==> src/lsbs_params.svh <==
// Constants of the low-side brake sequencer: register offsets, fields, resets, timing.
// Assumes inclusion by the top module and the checker only.
`ifndef LSBS_PARAMS_SVH
`define LSBS_PARAMS_SVH
`define LSBS_OFF_CTRL       12'h000
`define LSBS_OFF_PULSE      12'h004
`define LSBS_OFF_GROUP      12'h008
`define LSBS_OFF_ONTIME     12'h00c
`define LSBS_OFF_OFFTIME    12'h010
`define LSBS_OFF_GUARD      12'h014
`define LSBS_OFF_COAST      12'h018
`define LSBS_OFF_STATUS     12'h01c
`define LSBS_CTRL_BRAKE_EN  0
`define LSBS_CTRL_FORCE     1
`define LSBS_RST_CTRL       32'h0000_0001
`define LSBS_RST_PULSE      8'h04
`define LSBS_RST_GROUP      8'h02
`define LSBS_RST_ONTIME     16'h0019
`define LSBS_RST_OFFTIME    16'h0019
`define LSBS_RST_GUARD      16'h0100
`define LSBS_RST_COAST      16'h0010
`define LSBS_TICK_US        1
`define LSBS_CLK_MHZ        25
`define LSBS_TICK_CYC       (`LSBS_TICK_US * `LSBS_CLK_MHZ)
`endif

==> src/lsbs_pkg.sv <==
// Types of the low-side brake sequencer.
// Assumes nothing beyond the params header.
package lsbs_pkg;
  typedef enum logic [2:0] {
    LSBS_IDLE  = 3'b000,
    LSBS_CHECK = 3'b001,
    LSBS_COAST = 3'b010,
    LSBS_ON    = 3'b011,
    LSBS_OFF   = 3'b100,
    LSBS_DONE  = 3'b101
  } lsbs_state_type;
endpackage

==> src/lsbs_top.sv <==
// Low-side brake sequencer with APB register file.
// Assumes synchronous inputs at CLK_SYS_I and an APB master on the same clock.
//
// Implementation choices: the register addresses and the APB register port.
`timescale 1ns/1ps
`include "lsbs_params.svh"

// Functional notes
// - With brake-on-stop enabled, an off command brakes the low sides instead of releasing the bridge.
// - Each brake pulse closes all low sides for the on-time, then opens them for the off-time.
// - The pulse repeats the pulse-count times to form one group.
// - The group repeats the group-repeat-count times.
// - Off-time zero with on-time at maximum keeps the low sides on for the whole braking period.
// - At or above the overspeed threshold at a brake command, the motor coasts for the coast interval.
// - After the coast interval the speed is sampled again before braking.
// - Braking starts only when the frequency is below the overspeed threshold.
// - While forced brake is selected, the brake state is kept and not left.
// - Supply pump-up limits are disabled while low-side braking runs.
module lsbs_top #(
  parameter int PULSE_W = 8,
  parameter int TIME_W  = 16
) (
  input  wire logic                  CLK_SYS_I,       // 25 MHz clock
  input  wire logic                  RST_I,           // Sync reset, high
  input  wire logic                  PSEL_I,          // APB select
  input  wire logic                  PENABLE_I,       // APB enable
  input  wire logic                  PWRITE_I,        // APB direction
  input  wire logic [11:0]           PADDR_I,         // APB byte address
  input  wire logic [31:0]           PWDATA_I,        // APB write data
  output logic      [31:0]           PRDATA_O,        // APB read data
  output logic                       PREADY_O,        // APB ready
  output logic                       PSLVERR_O,       // APB error
  input  wire logic                  OFF_CMD_I,       // Stop or brake command level
  input  wire logic [15:0]           EFREQ_I,         // Estimated electrical frequency
  output logic                       LOWSIDE_ON_O,    // All low-side switches closed
  output logic                       BRIDGE_REL_O,    // Bridge released (coast)
  output logic                       BRAKING_O,       // Brake sequence active
  output logic                       PUMPUP_LIM_EN_O  // Supply pump-up limits allowed
);
  import lsbs_pkg::*;

  // Durations run through a 16-bit timer, so wider times cannot be served
  if (PULSE_W < 1 || PULSE_W > 32 || TIME_W < 2 || TIME_W > 16) begin
    $error("lsbs_top: unsupported width");
  end

  logic [31:0]        ctrl_q;
  logic [PULSE_W-1:0] pulse_count_per_group_q;
  logic [PULSE_W-1:0] group_repeat_count_q;
  logic [TIME_W-1:0]  lowside_on_time_q;
  logic [TIME_W-1:0]  lowside_off_time_q;
  logic [15:0]        overspeed_guard_threshold_q;
  logic [15:0]        overspeed_coast_interval_q;
  logic [31:0]        prdata_q;
  logic               pslverr_q;

  lsbs_state_type     state_q;
  lsbs_state_type     state_d;
  logic [15:0]        tmr_q;
  logic [15:0]        tmr_d;
  logic [PULSE_W-1:0] pcnt_q;
  logic [PULSE_W-1:0] pcnt_d;
  logic [PULSE_W-1:0] gcnt_q;
  logic [PULSE_W-1:0] gcnt_d;
  logic [4:0]         div_q;
  logic               off_cmd_q;

  // APB decode
  // Read data and error latch at setup so they stand at the access edge
  wire        setup    = PSEL_I && !PENABLE_I;
  wire        wr_en    = PSEL_I && PENABLE_I && PWRITE_I;
  wire        rd_en    = setup && !PWRITE_I;
  wire        brake_en = ctrl_q[`LSBS_CTRL_BRAKE_EN];
  wire        force_br = ctrl_q[`LSBS_CTRL_FORCE];
  wire        addr_ok  = (PADDR_I[1:0] == 2'h0) && (PADDR_I <= `LSBS_OFF_STATUS);
  wire        tick     = (div_q == 5'(`LSBS_TICK_CYC - 1));
  wire        too_fast = (EFREQ_I >= overspeed_guard_threshold_q);
  wire        cont_br  = (lowside_off_time_q == '0) && (&lowside_on_time_q);
  wire        cmd_rise = OFF_CMD_I && !off_cmd_q;
  wire        brk_live = (state_q == LSBS_ON) || (state_q == LSBS_OFF) || (state_q == LSBS_DONE);
  wire [31:0] status_w = {21'h0, cont_br, too_fast, OFF_CMD_I, brk_live, 4'h0, state_q};

  function automatic logic [31:0] rd_mux(input logic [11:0] a);
    case (a)
      `LSBS_OFF_CTRL:    rd_mux = ctrl_q;
      `LSBS_OFF_PULSE:   rd_mux = 32'(pulse_count_per_group_q);
      `LSBS_OFF_GROUP:   rd_mux = 32'(group_repeat_count_q);
      `LSBS_OFF_ONTIME:  rd_mux = 32'(lowside_on_time_q);
      `LSBS_OFF_OFFTIME: rd_mux = 32'(lowside_off_time_q);
      `LSBS_OFF_GUARD:   rd_mux = {16'h0, overspeed_guard_threshold_q};
      `LSBS_OFF_COAST:   rd_mux = {16'h0, overspeed_coast_interval_q};
      `LSBS_OFF_STATUS:  rd_mux = status_w;
      default:           rd_mux = 32'h0;
    endcase
  endfunction

  assign PRDATA_O  = prdata_q;
  assign PREADY_O  = 1'b1;
  assign PSLVERR_O = pslverr_q;

  always_ff @(posedge CLK_SYS_I) begin
    if (RST_I) begin
      ctrl_q                      <= `LSBS_RST_CTRL;
      pulse_count_per_group_q     <= PULSE_W'(`LSBS_RST_PULSE);
      group_repeat_count_q        <= PULSE_W'(`LSBS_RST_GROUP);
      lowside_on_time_q           <= TIME_W'(`LSBS_RST_ONTIME);
      lowside_off_time_q          <= TIME_W'(`LSBS_RST_OFFTIME);
      overspeed_guard_threshold_q <= `LSBS_RST_GUARD;
      overspeed_coast_interval_q  <= `LSBS_RST_COAST;
      prdata_q                    <= 32'h0;
      pslverr_q                   <= 1'b0;
    end else begin
      pslverr_q <= setup && !addr_ok;
      if (rd_en) begin
        prdata_q <= addr_ok ? rd_mux(PADDR_I) : 32'h0;
      end
      if (wr_en && addr_ok) begin
        case (PADDR_I)
          `LSBS_OFF_CTRL:    ctrl_q <= {30'h0, PWDATA_I[1:0]};
          `LSBS_OFF_PULSE:   pulse_count_per_group_q <= PWDATA_I[PULSE_W-1:0];
          `LSBS_OFF_GROUP:   group_repeat_count_q <= PWDATA_I[PULSE_W-1:0];
          `LSBS_OFF_ONTIME:  lowside_on_time_q <= PWDATA_I[TIME_W-1:0];
          `LSBS_OFF_OFFTIME: lowside_off_time_q <= PWDATA_I[TIME_W-1:0];
          `LSBS_OFF_GUARD:   overspeed_guard_threshold_q <= PWDATA_I[15:0];
          `LSBS_OFF_COAST:   overspeed_coast_interval_q <= PWDATA_I[15:0];
          default:           ;
        endcase
      end
    end
  end

  // 1 us time base shared by all durations
  always_ff @(posedge CLK_SYS_I) begin
    if (RST_I) begin
      div_q     <= 5'h0;
      off_cmd_q <= 1'b0;
      state_q   <= LSBS_IDLE;
      tmr_q     <= 16'h0;
      pcnt_q    <= '0;
      gcnt_q    <= '0;
    end else begin
      div_q     <= tick ? 5'h0 : div_q + 5'h1;
      off_cmd_q <= OFF_CMD_I;
      state_q   <= state_d;
      tmr_q     <= tmr_d;
      pcnt_q    <= pcnt_d;
      gcnt_q    <= gcnt_d;
    end
  end

  // Timer counts ticks remaining; zero lengths pass in one tick.
  wire tmr_done = tick && (tmr_q <= 16'h1);
  wire tmr_dec  = tick && (tmr_q > 16'h1);

  always_comb begin
    state_d = state_q;
    tmr_d   = tmr_dec ? tmr_q - 16'h1 : tmr_q;
    pcnt_d  = pcnt_q;
    gcnt_d  = gcnt_q;
    case (state_q)
      LSBS_IDLE: begin
        if ((cmd_rise && brake_en) || force_br) begin
          state_d = LSBS_CHECK;
        end
      end
      LSBS_CHECK: begin
        if (too_fast) begin
          state_d = LSBS_COAST;
          tmr_d   = overspeed_coast_interval_q;
        end else begin
          state_d = LSBS_ON;
          tmr_d   = 16'(lowside_on_time_q);
          pcnt_d  = pulse_count_per_group_q;
          gcnt_d  = group_repeat_count_q;
        end
      end
      LSBS_COAST: begin
        if (tmr_done) begin
          state_d = LSBS_CHECK;
        end
      end
      LSBS_ON: begin
        if (cont_br) begin
          state_d = LSBS_ON;
        end else if (tmr_done) begin
          state_d = LSBS_OFF;
          tmr_d   = 16'(lowside_off_time_q);
        end
      end
      LSBS_OFF: begin
        if (tmr_done) begin
          tmr_d   = 16'(lowside_on_time_q);
          state_d = LSBS_ON;
          if (pcnt_q > PULSE_W'(1)) begin
            pcnt_d = pcnt_q - PULSE_W'(1);
          end else if (gcnt_q > PULSE_W'(1)) begin
            pcnt_d = pulse_count_per_group_q;
            gcnt_d = gcnt_q - PULSE_W'(1);
          end else begin
            state_d = LSBS_DONE;
          end
        end
      end
      LSBS_DONE: begin
        if (!OFF_CMD_I && !force_br) begin
          state_d = LSBS_IDLE;
        end
      end
      default: state_d = LSBS_IDLE;
    endcase
    if (force_br && state_q == LSBS_DONE) begin
      state_d = LSBS_DONE;
    end
    if (!OFF_CMD_I && !force_br && state_q != LSBS_IDLE) begin
      state_d = LSBS_IDLE;
    end
  end

  always_ff @(posedge CLK_SYS_I) begin
    if (RST_I) begin
      LOWSIDE_ON_O    <= 1'b0;
      BRIDGE_REL_O    <= 1'b1;
      BRAKING_O       <= 1'b0;
      PUMPUP_LIM_EN_O <= 1'b1;
    end else begin
      LOWSIDE_ON_O    <= (state_d == LSBS_ON);
      BRIDGE_REL_O    <= (state_d != LSBS_ON);
      BRAKING_O       <= (state_d != LSBS_IDLE);
      PUMPUP_LIM_EN_O <= !((state_d == LSBS_ON) || (state_d == LSBS_OFF));
    end
  end
endmodule

==> config.mk <==
export PLATFORM = sky130hd
export DESIGN_NAME = lsbs_top
export DESIGN_NICKNAME = d
export VERILOG_FILES = /design/src/lsbs_pkg.sv /design/src/lsbs_top.sv
export VERILOG_INCLUDE_DIRS = /design/src /design/src/src
export SDC_FILE = /design/constraint.sdc
export NUM_CORES = 1
export LEC_CHECK = 0
export BUFFER_PORTS_ARGS = -buffer_cell sky130_fd_sc_hd__buf_4
export CAP_MARGIN = 20
export CORE_UTILIZATION = 55
export DETAILED_ROUTE_END_ITERATION = 12
export GPL_TIMING_DRIVEN = 0
export PLACE_DENSITY = 0.86
export RECOVER_POWER = 100
export SLEW_MARGIN = 0
export SYNTH_ARGS = -nofsm -noshare
export SYNTH_HDL_FRONTEND = slang
export SYNTH_SLANG_ARGS = --single-unit
==> constraint.sdc <==
create_clock -name CLK_SYS_I -period 4.8 [get_ports CLK_SYS_I]
set_clock_uncertainty 0.2 [all_clocks]
set_input_delay 0.72 -clock CLK_SYS_I [delete_from_list [all_inputs] [get_ports CLK_SYS_I]]
set_output_delay 0.72 -clock CLK_SYS_I [all_outputs]
set_load 0.03 [all_outputs]
# == Word-level counts from Yosys, hierarchy flattened ==
# Index checks and enable logic that the tools add are counted.
# W data, S select, Z words.
# totals
reg_bits,160
latch_bits,0
ram_bits,0
rom_bits,0
inputBits,66
output_inout_bits,38
word_cells,124
mem_count,0
# classes
add_sub_neg,4
multipliers,0
n_div,0
magnitude_cmp,6
n_eq_ne,21
shift,0
muxes,30
bitwise_logic,0
reduce_logical,44
# ops
op,n
$pmux W16 S8,1
$mux W16,5
$mux W8,8
$eq A12 B5 Y1 const B,4
$pmux W16 S3,1
$mux W32,1
$pmux W8 S2,2
$mux W3,10
$eq A12 B4 Y1 const B,2
$pmux W3 S6,1
$ge A16 B16 Y1,1
$gt A16 B1 Y1 const B,1
$gt A8 B1 Y1 const B,2
$le A16 B1 Y1 const B,1
$logic_not A16 Y1,1
$reduce_and A16 Y1,1
$sub A16 B1 Y16 const B,1
$sub A8 B1 Y8 const B,2
$logic_and A1 B1 Y1,15
$reduce_and A2 Y1,7
$eq A12 B3 Y1 const B,1
$le A12 B5 Y1 const B,1
$logic_not A12 Y1,1
$eq A3 B2 Y1 const B,3
18 further kinds,32

# == Depth between registers and ports, before layout ==
# Gate-level depths: netlist (run 1).
# depth
word_depth,11
mapped_depth,10
depth_no_buf,8

# == Worst setup path before layout (run 1) ==
# OpenSTA, ideal clock, no wires.
# synth_path
path_type,input to register
startpoint,in EFREQ_I[0]
endpoint,reg tmr_q[10]
setup_ns,0.120
arrival_time_ns,2.716
setup_slack_ns,1.764
stages,10
path_buffers,2
path_cell_list,inv_1 ha_1 nand2b_1 a2111o_1 and3_1 clkbuf_1 clkbuf_1 o311ai_0 a21oi_1 a211o_2
# synth_between
elab_chain_len,3
# synth_lines
item,line,text
"start, declared",lsbs_top.sv:34,"input wire logic [15:0] EFREQ_I,"
$ge A16 B16 Y1,lsbs_top.sv:77,wire too_fast = (EFREQ_I >= overspeed_guard_threshold_q);
$mux W16,lsbs_top.sv:167,if (too_fast) begin
$pmux W16 S3,lsbs_top.sv:160,case (state_q)
"end signal, assigned",lsbs_top.sv:145,tmr_q <= tmr_d;
"end, declared",lsbs_top.sv:59,logic [15:0] tmr_q;
# Every way passes these cells.
# A chain may end at the register's enable or synchronous reset.

# == Worst setup path in the final report (run 1) ==
# layout_path
startpoint,in PADDR_I[9]
endpoint,reg lowside_off_time_q[0]
# layout_between
elab_chain_len,4
elab_cells_between_ends,5
classes_between,order compare (1); eq/ne (1); reduce/logical (3)
# layout_lines
item,line,text
"start, declared",lsbs_top.sv:28,"input wire logic [11:0] PADDR_I,"
$le A12 B5 Y1 (no line),n/a,
$logic_and A1 B1 Y1,lsbs_top.sv:75,wire addr_ok = (PADDR_I[1:0] == 2'h0) && (PADDR_I <= `LSBS_OFF_STATUS);
$logic_and A1 B1 Y1,lsbs_top.sv:117,if (wr_en && addr_ok) begin
$reduce_and A2 Y1 (no line) (*),n/a,
"end signal, assigned",lsbs_top.sv:107,lowside_off_time_q <= TIME_W'(`LSBS_RST_OFFTIME);
"end signal, assigned",lsbs_top.sv:123,`LSBS_OFF_OFFTIME: lowside_off_time_q <= PWDATA_I[TIME_W-1:0];
"end, declared",lsbs_top.sv:51,logic [TIME_W-1:0] lowside_off_time_q;
# Every way passes the cells marked *; elsewhere a longest branch is shown, timed or not.

==> metrics.md, run 1 <==
| Metric | Value |
|---|---|
| Status | complete, but fails checks |
| Violated checks | capacitance limit, slew limit |
| CP startpoint | PADDR_I[9] |
| Pwr Density | 308 mW/mm² |
| Total clock sinks | about 140 |
| Initial antenna violation count | 0 |
| Die height | 121 µm |
| Total GRT Usage | 35.0% |
| Worst reg2reg endpoint | tmr_q[14]$_SDFF_PP0_ |
| First-pass GRT wire length | around 39 mm |
| Clk pin slew, worst setup/hold paths | 0.06 ns |
| Clock share of power | roughly 46% |
| Endpoints failing setup | 0 |
| Hold WC Path Type | reg2reg |
| Critical Path Slowest Stage Cell | nor4b_1 |
| Leakage | 0.00331 µW |
| CTS-repair resized insts | 0 |
| Drt via density | between 6 and 7 |
| Largest net degree at the start of global routing | 17 |
| Final HPWL DP | approximately 19 mm |
| Global route overflow | 0 |
| Drt first-iter violations | between 1000 and 1500 |
| Max Slew Vio Count | 9 |
| Area growth syn-to-layout | 15.9% |
| HP Start | PRDATA_O[10]$_SDFFE_PP0P_ |
| Routed len/inst | around 20 µm |
| CP arrival | 4.04 ns |
| Die Width | 121 µm |
| First-pass iteration count of the detailed router | 7 |
| Num rows | 43 |
| Max Cap Viol | 1 |
| Max_slew headroom | -13.2% |
| Clock Path Buffers | 2 |
| Die ar. | approximately 0.015 mm² |
| Top Ports | 104 |
| Buf/Inv on CP | 4 |
| CTS tree | yes |
| RSZ-0062 raised after global routing | false |
| Period utilisation layout | just over 80% |
| Reg2Reg Setup Slack | ~1.3 ns |
| Initial core utilization | a little under three fifths |
| Placeable Area | 0.0138 mm² |
| CTS root buf | clkbuf_16 |
| Util after Layout | 65.1% |
| Via count | approximately 7900 |
| Ys async rst share | 0% |
| CP max stage delay | between 1 and 1.5 ns |
| Crit path capture type | flip-flop |
| # placed instances | roughly 1200 |
| Setup tns final | 0 ns |
| Clock H-tree levels | 4 |
| Sw Pwr | 714 µW |
| Startpoint types | primary input |
| Finished Layout Cells | between 1000 and 1500 |
| DRC | 0 |
| CP max FO | 10 |
| Req. time, crit path | between 4 and 5 ns |
| Syn Area/Cell | 8.19 µm² |
| Worst path cell trace | clkbuf_4 -> nor4_1 -> nand3_1 -> clkbuf_1 -> nor4b_1 -> and2_0 -> buf_2 -> buf_4 -> mux2i_1 -> nand2_1 |
| Slew @ Worst Pin | 1.68 ns |
| Combinational power share | between 10% and 20% |
| FF-to-FF Start | overspeed_guard_threshold_q[15]$_SDFFE_PP0P_ |
| Top Family by Delay on Critical Path | simple AND/OR/NAND/NOR gates |
| Worst Setup Path Type | in2reg |
| Min Tclk post-route | approximately 3.9 ns |
| VDD IR-drop max | between 200 and 250 µV |
| Cell Int Power | slightly above 2000 µW |
| Port bufs | between 60 and 70 |
| Reg2Reg Depth | 9 |
| Share of layout cells above drive strength 1 | between 10% and 20% |
| Critical Path Stages | 10 |
| Main flop type after synthesis | dfxtp_1 |
| Ys Warns | 0 |
| Final hold slack | approximately 0.25 ns |
| ANT cells | 0 |
| Count of cell types in the netlist | 75 |
| CP endpoint | lowside_off_time_q[0]$_SDFFE_PP1P_ |
| Final #Nets | approximately 1100 |
| Mapped Area | 0.00777 mm² |
| Cts hold-fix bufs | 0 |
| Switch share | roughly a quarter |
| Clock Latency Late Sink | roughly 0.44 ns |
| Flop pwr share | about 44% |
| CTS Buf Count | 17 |
| Vias in the first global route | roughly 7000 |
| Postcts setup bufs | 0 |
| #FFs+latches synth | between 100 and 150 |
| Global placement routability congestion | between 0.9 and 1 |
| EDFF count, synth | 0 |
| Routed WL | ~25 mm |
| Fmax | ~0.25 GHz |
| Gate Count Post-Synth | roughly 950 |
| Final hold viol count | 0 |
| DRT antenna net count | 0 |
| Seq/Total Area, Yosys | a little under two fifths |
## stage by stage
stage,total power (µW),instance area [µm²],setup slack [ns]
finish,2770,9000,0.856
global route,2860,9000,0.599
CTS,2780,9120,1.44
detailed placement,1530,8560,1.06
global placement,1530,8560,1.18
floorplan,1420,7830,1.76
## Yosys cell counts (4+ instances only)
cell	number	area (µm²)
a211o_1	10	87.6
a211o_2	8	80.1
a211oi_1	4	30.0
a21o_1	5	37.5
a21oi_1	88	440
a221oi_1	13	114
a22o_1	9	78.8
a22oi_1	17	128
a31o_2	6	52.6
a31oi_1	9	56.3
and2_1	7	43.8
and3_1	6	37.5
buf_2	10	50.1
buf_4	20	150
clkbuf_1	43	161
dfxtp_1	144	2880
ha_1	24	300
inv_1	30	113
mux2_2	8	90.1
mux2i_1	36	360
nand2_1	156	586
nand2b_1	4	25.0
nand3_1	23	115
nand4_1	10	62.6
nor2_1	77	289
nor3_1	14	70.1
nor4_1	18	113
o2111ai_1	7	61.3
o211ai_1	8	60.1
o21ai_0	23	115
o311ai_0	17	149
o31ai_1	13	97.6
or3_1	4	25.0
xnor2_1	5	43.8
xor2_1	11	96.3
## layout by cell type, fill, tap and decap left out, types with 5 or more instances in the layout
cell type | synthesis | routed
buf_4 | 20 | 64
a21oi_1 | 88 | 88
mux2_2 | 8 | 8
a221oi_1 | 13 | 13
inv_1 | 30 | 30
o21ai_0 | 23 | 23
a22oi_1 | 17 | 17
clkbuf_1 | 43 | 75
a22o_1 | 9 | 9
a21o_1 | 5 | 5
dfxtp_1 | 144 | 144
nand4_1 | 10 | 10
o311ai_0 | 17 | 17
nor4_1 | 18 | 18
nor2_1 | 77 | 77
conb_1 | 2 | 17
xor2_1 | 11 | 11
nand2_1 | 156 | 156
nand3_1 | 23 | 23
nor3_1 | 14 | 15
a31oi_1 | 9 | 9
and3_1 | 6 | 6
o31ai_1 | 13 | 13
a211o_1 | 10 | 10
o2111ai_1 | 7 | 7
o211ai_1 | 8 | 8
mux2i_1 | 36 | 36
a211o_2 | 8 | 8
xnor2_1 | 5 | 5
clkbuf_16 | 0 | 17
and2_1 | 7 | 5
ha_1 | 24 | 24
## layout make-up
cell class	instances	area, µm²
Buffer	78	392
Clock buffer	23	478
Clock inverter	8	81.3
Fill cell	1172	4820
Inverter	30	113
Multi-Input combinational cell	712	4400
Sequential cell	144	2880
Tap cell	180	225
Timing Repair Buffer	68	428
## power groups by stage
stage	clock network (µW)	logic, µW	registers, µW
6_report	1260	284	1220
2_1_floorplan	0	168	1260
3_3_place_gp	0	278	1250
5_1_grt	1330	305	1220
4_1_cts	1270	284	1220
3_5_place_dp	0	282	1250
## worst min-delay path by stage
stage                                 to  slack (ns)  cells past startpoint
3_5_place_dp    PRDATA_O[8]$_SDFFE_PP0P_        0.25                      1
5_1_grt             PSLVERR_O$_SDFF_PP0_        0.27                      2
4_1_cts             PSLVERR_O$_SDFF_PP0_        0.25                      2
2_1_floorplan        div_q[0]$_SDFF_PP0_        0.23                      1
3_3_place_gp   PRDATA_O[10]$_SDFFE_PP0P_        0.24                      1
6_report       PRDATA_O[10]$_SDFFE_PP0P_        0.25                      1
## state kept, by name, indices dropped and copies added (netlist names), 2 cells and up
register,count
state_q,3
gcnt_q,8
pulse_count_per_group_q,8
overspeed_coast_interval_q,16
PRDATA_O,16
overspeed_guard_threshold_q,16
ctrl_q,2
group_repeat_count_q,8
lowside_on_time_q,16
pcnt_q,8
tmr_q,16
div_q,5
lowside_off_time_q,16
## logic make-up after synthesis
logic type               count (synthesis)  synth area share, %
AO/OA/AOI/OAI                          261                 23.5
XOR/XNOR                                16                 1.80
adder cells (fa/ha/maj)                 24                 3.87
buffers and inverters                  108                 6.64
flip-flops                             144                 37.1
multiplexers                            44                 5.80
other                                    2               0.0967
AND/OR/NAND/NOR                        350                 21.2
## layer usage
metal  global-route usage (%)  up-vias  routed length (µm)
met5                        0        -                   0
met4                     16.7        0                1120
met3                     7.85       96                2870
met2                     53.8      534               11000
met1                     46.2     3625                9960
li1                         -     3646                   -
Note: power is estimated with default switching activity, not from simulation.
==> run 2: changes to the inputs <==
Clock period 4.8 ns to 4 ns, I/O delays scaled along.
==> run 2 against run 1 <==
The run now ends clean. Register-to-register slack lost 0.83 ns. Sequential share of layout area is essentially flat. Worst setup slack lost 0.35 ns. Non-clock buffer count is the same. First-iteration DRC count grew 1.8%. Global-route usage is the same. Via count is essentially flat. Worst hold slack lost 0.11 ns. Routed wire length shrank 0.18%. Die area is the same. Critical endpoint is now tmr_q[14]$_SDFF_PP0_.
==> metrics.md, run 2 (synthesis results as in run 1) <==
| Metric | Value |
|---|---|
| Vias in the first global route | between 7000 and 8000 |
| Endpoints failing setup | 0 |
| Period utilisation layout | approximately 87% |
| Final hold viol count | 0 |
| Share of layout cells above drive strength 1 | between 10% and 20% |
| Cell Int Power | about 2500 µW |
| Min Tclk post-route | roughly 3.5 ns |
| First-pass iteration count of the detailed router | 5 |
| CTS-repair resized insts | 0 |
| DRC | 0 |
| Total GRT Usage | between 30% and 40% |
| Initial antenna violation count | 0 |
| Final HPWL DP | ~19 mm |
| Clk pin slew, worst setup/hold paths | ~0.060 ns |
| Total clock sinks | between 100 and 150 |
| RSZ-0062 raised after global routing | false |
| Startpoint types | flip-flop |
| Final #Nets | about 1100 |
| Routed len/inst | between 20 and 25 µm |
| # placed instances | 1212 |
| VDD IR-drop max | 291 µV |
| Finished Layout Cells | 1243 |
| Top Ports | about 100 |
| Cts hold-fix bufs | 0 |
| Fillers | around 1200 |
| Via count | just under 8000 |
| Global route overflow | 0 |
| Clock Latency Late Sink | roughly 0.43 ns |
| CTS root buf | clkbuf_16 |
| Pwr Density | 370 mW/mm² |
| Postcts setup bufs | 0 |
| CP arrival | about 3.6 ns |
| Die Width | between 100 and 150 µm |
| Setup tns final | 0 ns |
| Drt first-iter violations | approximately 1300 |
| CTS Buf Count | 17 |
| Reg2Reg Setup Slack | about 0.51 ns |
| Largest net degree at the start of global routing | 17 |
| Leakage | approximately 0.0033 µW |
| Crit path capture type | flip-flop |
| ANT cells | 0 |
| Switch share | between 20% and 30% |
| Initial core utilization | between 50% and 60% |
| Max Slew Vio Count | 0 |
| Die ar. | between 0.01 and 0.015 mm² |
| First-pass GRT wire length | around 39 mm |
| Final hold slack | approximately 0.14 ns |
| Combinational power share | about 10% |
| Fmax | roughly 0.29 GHz |
| Flop pwr share | between 40% and 50% |
| FF-to-FF Start | overspeed_guard_threshold_q[15]$_SDFFE_PP0P_ |
| CP startpoint | overspeed_guard_threshold_q[15]$_SDFFE_PP0P_ |
| Max Cap Viol | 0 |
| Placeable Area | 0.0138 mm² |
| Area growth syn-to-layout | 15.9% |
| Worst reg2reg endpoint | tmr_q[14]$_SDFF_PP0_ |
| Reg2Reg Depth | 9 |
| Final Power | between 3000 and 4000 µW |
| DRT antenna net count | 0 |
| Max_slew headroom | 23.2% |
| CP endpoint | tmr_q[14]$_SDFF_PP0_ |
| Clock Path Buffers | 2 |
| Sw Pwr | 863 µW |
| Port bufs | between 60 and 70 |
| Req. time, crit path | ~4.1 ns |
| Most frequent cells in the layout | 156 x nand2_1, 144 x dfxtp_1, 88 x a21oi_1 |
| Hold WC Path Type | in2reg |
| Die height | between 100 and 150 µm |
| CTS tree | yes |
| Routed WL | approximately 25 mm |
| Num rows | 43 |
| Area of the multi-input gates | roughly 0.0044 mm² |
| CP max FO | 10 |
| Most common cell after layout, fill and taps aside | nand2_1 |
| Slew @ Worst Pin | about 1.1 ns |
| Status | finished clean |
| Global placement routability congestion | between 0.9 and 1 |
| Register area | roughly 0.0029 mm² |
| Drt via density | between 6 and 7 |
| Util after Layout | between 60% and 70% |
| Clock share of power | a little under half |
| Worst Setup Path Type | reg2reg |
| Clock H-tree levels | 4 |
[run 2: layer usage]
| metal | GRT usage, % | vias up | wire length, µm |
|---|---|---|---|
| met5 | 0 | - | 0 |
| met4 | 16.7 | 0 | 988 |
| met3 | 7.85 | 89 | 2810 |
| met2 | 53.8 | 543 | 11100 |
| met1 | 46.2 | 3629 | 10000 |
| li1 | - | 3643 | - |
[run 2: worst min path at each step]
stage / cells after the start / to / start / slack, ns
3_5_place_dp: 1 / PRDATA_O[8]$_SDFFE_PP0P_ / PRDATA_O[8]$_SDFFE_PP0P_ / 0.25
2_1_floorplan: 1 / div_q[0]$_SDFF_PP0_ / div_q[0]$_SDFF_PP0_ / 0.23
3_3_place_gp: 1 / PRDATA_O[10]$_SDFFE_PP0P_ / PRDATA_O[10]$_SDFFE_PP0P_ / 0.24
5_1_grt: 2 / PSLVERR_O$_SDFF_PP0_ / PENABLE_I / 0.15
4_1_cts: 2 / PSLVERR_O$_SDFF_PP0_ / PENABLE_I / 0.13
6_report: 2 / PSLVERR_O$_SDFF_PP0_ / PENABLE_I / 0.14
[run 2: cell type report]
| type | count | area share [%] |
|---|---|---|
| Buffer | 78 | 4.33 |
| Sequential cell | 144 | 32.0 |
| Tap cell | 180 | 2.50 |
| Clock buffer | 23 | 5.31 |
| Clock inverter | 8 | 0.903 |
| Multi-Input combinational cell | 712 | 49.0 |
| Inverter | 30 | 1.25 |
| Timing Repair Buffer | 68 | 4.75 |
[run 2: per-stage QoR]
step / cell area (µm²) / setup slack (ns)
floorplan: 7830 / 1.08
global placement: 8560 / 0.496
detailed placement: 8560 / 0.384
CTS: 9120 / 0.640
global route: 9010 / 0.267
finish: 9010 / 0.505
[run 2: power by group through the flow]
stage | Sequential, µW | Combinational [µW] | Clock, µW
floorplan | 1510 | 201 | 0
CTS | 1470 | 340 | 1520
global placement | 1500 | 333 | 0
finish | 1470 | 342 | 1520
global route | 1470 | 366 | 1590
detailed placement | 1500 | 338 | 0
[run 2: worst max-delay path, stage by stage (launching register included)]
cell,delay (ns)
dfxtp_1,0.37
inv_1,0.08
ha_1,0.33
nand4_1,0.19
nor4_1,0.46
nand3_1,0.27
a31oi_1,0.58
nor2_1,0.24
clkbuf_1,0.28
a211o_2,0.39
==> run 3: changes to the inputs <==
Settings changed: CELL_PAD_IN_SITES_DETAIL_PLACEMENT from default to 1, CELL_PAD_IN_SITES_GLOBAL_PLACEMENT from default to 1, CORE_UTILIZATION 55 to 43, PLACE_DENSITY 0.86 to 0.89.
==> run 3 against run 2 <==
Power grew 8.1%. Highest routed layer unchanged. Die area rose by 27%. Critical path depth increased by 1. Combinational power is 4% higher. Worst setup slack got worse by 0.16 ns. Routed wire length increased by 18%. Largest power group unchanged.
==> metrics.md, run 3 (synthesis results as in run 1) <==
| Metric | Value |
|---|---|
| Hold depth | 2 |
| Clk pin slew, worst setup/hold paths | 0.06 ns |
| Initial core utilization | 44.5% |
| Combinational power share | 9.8% |
| Req. time, crit path | ~4.1 ns |
| Slew @ Worst Pin | 1.24 ns |
| Cell Int Power | roughly 2700 µW |
| Cts hold-fix bufs | 0 |
| CTS Buf Count | 17 |
| Clock Path Buffers | 2 |
| Max_slew headroom | 16.6% |
| Largest net degree at the start of global routing | 17 |
| Final hold viol count | 0 |
| Initial antenna violation count | 0 |
| Global route overflow | 0 |
| Top Ports | between 100 and 150 |
| Sw Pwr | between 900 and 1000 µW |
| Final HPWL DP | between 20 and 25 mm |
| Design area | ~0.0091 mm² |
| DRT antenna net count | 0 |
| RSZ-0062 raised after global routing | false |
| Final setup margin | 0.341 ns |
| CTS root buf | clkbuf_16 |
| Flop pwr share | 40.8% |
| DRC | 0 |
| Total clock sinks | 144 |
| Util after Layout | about 52% |
| CTS tree | yes |
| Area growth syn-to-layout | 17.8% |
| Most frequent cells in the layout | 156 x nand2_1, 144 x dfxtp_1, 88 x a21oi_1 |
| Register area | slightly below 0.003 mm² |
| CTS-repair resized insts | 0 |
| Fmax | between 0.2 and 0.3 GHz |
| Area post-placement | between 0.008 and 0.009 mm² |
| Via count | slightly above 8000 |
| Post-Place Setup Slack | about 0.27 ns |
| Setup tns final | 0 ns |
| Global placement routability congestion | around 0.96 |
| Share of layout cells above drive strength 1 | about 13% |
| Most common cell after layout, fill and taps aside | nand2_1 |
| Min Tclk post-route | roughly 3.7 ns |
| Total GRT Usage | between 30% and 40% |
| Placeable Area | about 0.017 mm² |
| Routed WL | 29.4 mm |
| ANT cells | 0 |
| Vias in the first global route | just over 8000 |
| Postcts setup bufs | 0 |
| Die height | roughly 140 µm |
| Status | finished clean |
| First-pass GRT wire length | 45.8 mm |
| Final #Nets | around 1100 |
| CP arrival | around 3.8 ns |
| Pwr Density | around 400 mW/mm² |
| Num rows | 48 |
| Hold WC Path Type | in2reg |
| Drt via density | 6.32 |
| Max Cap Viol | 0 |
| CP max FO | 10 |
| Period utilisation layout | between 90% and 100% |
| Die ar. | ~0.019 mm² |
| Fillers | 2147 |
| Routed len/inst | ~23 µm |
| Endpoints failing setup | 0 |
| Max Slew Vio Count | 0 |
| Clock share of power | between 40% and 50% |
| Worst Setup Path Type | in2reg |
| Port bufs | 68 |
| Clock Latency Late Sink | around 0.44 ns |
| Leakage | roughly 0.0034 µW |
| Reg2Reg Setup Slack | about 0.47 ns |
| Switch share | roughly 26% |
| Drt first-iter violations | around 850 |
| Crit path capture type | flip-flop |
| Area of the multi-input gates | about 0.0044 mm² |
| VDD IR-drop max | around 320 µV |
| First-pass iteration count of the detailed router | 6 |
| Clock H-tree levels | 4 |
| Startpoint types | primary input |
| Die Width | between 100 and 150 µm |
| Reg2Reg Depth | 9 |
## run 3: layout make-up
| cell class | instances | area share, % |
|---|---|---|
| multi-input cells | 712 | 48.2 |
| flip-flops and latches | 144 | 31.5 |
| clock buffers | 18 | 4.69 |
| repair buffers | 68 | 4.68 |
| plain buffers | 78 | 4.25 |
| well taps | 225 | 3.08 |
| clock inverters | 14 | 2.32 |
| inverters | 30 | 1.23 |
## run 3: power by group through the flow
stage                     Combinational [µW]  Clock (µW)  Sequential, µW
after floorplan                          201           0            1510
after global placement                   342           0            1500
after detailed placement                 348           0            1500
after CTS                                354        1770            1470
after global routing                     379        1840            1470
final                                    354        1780            1470
## run 3: through the flow
stage	power, µW	cells	hold slack [ns]
global route	3690	1289	0.211
finish	3600	1289	0.226
CTS	3600	1289	0.198
global placement	1840	1257	0.239
detailed placement	1850	1257	0.245
floorplan	1710	964	0.230
## run 3: critical path, stage by stage
cell and delay (ns):
clkbuf_4 0.11, nor4_1 0.38, nand3_1 0.21, clkbuf_1 0.27, nor4b_2 1.04, and2_0 0.23
buf_2 0.23, clkbuf_2 0.35, mux2i_1 0.25, nand2_1 0.08
## run 3: worst paths after layout
path,from,end
worst max register to register,overspeed_guard_threshold_q[13]$_SDFFE_PP0P_,pcnt_q[2]$_SDFFE_PP0P_
worst min register to register,PRDATA_O[1]$_SDFFE_PP0P_,PRDATA_O[1]$_SDFFE_PP0P_
worst min-delay path,PENABLE_I,PSLVERR_O$_SDFF_PP0_
worst max-delay path,PADDR_I[9],lowside_off_time_q[4]$_SDFFE_PP1P_
## run 3: metal layers
metal  part of all wire (%)  vias up  global-route usage (%)
li1                       -     3629                       -
met3                    8.7      105                    6.41
met1                     41     3957                    41.7
met2                     46      452                    53.0
met5                      0        -                       0
met4                    4.1        0                    15.9
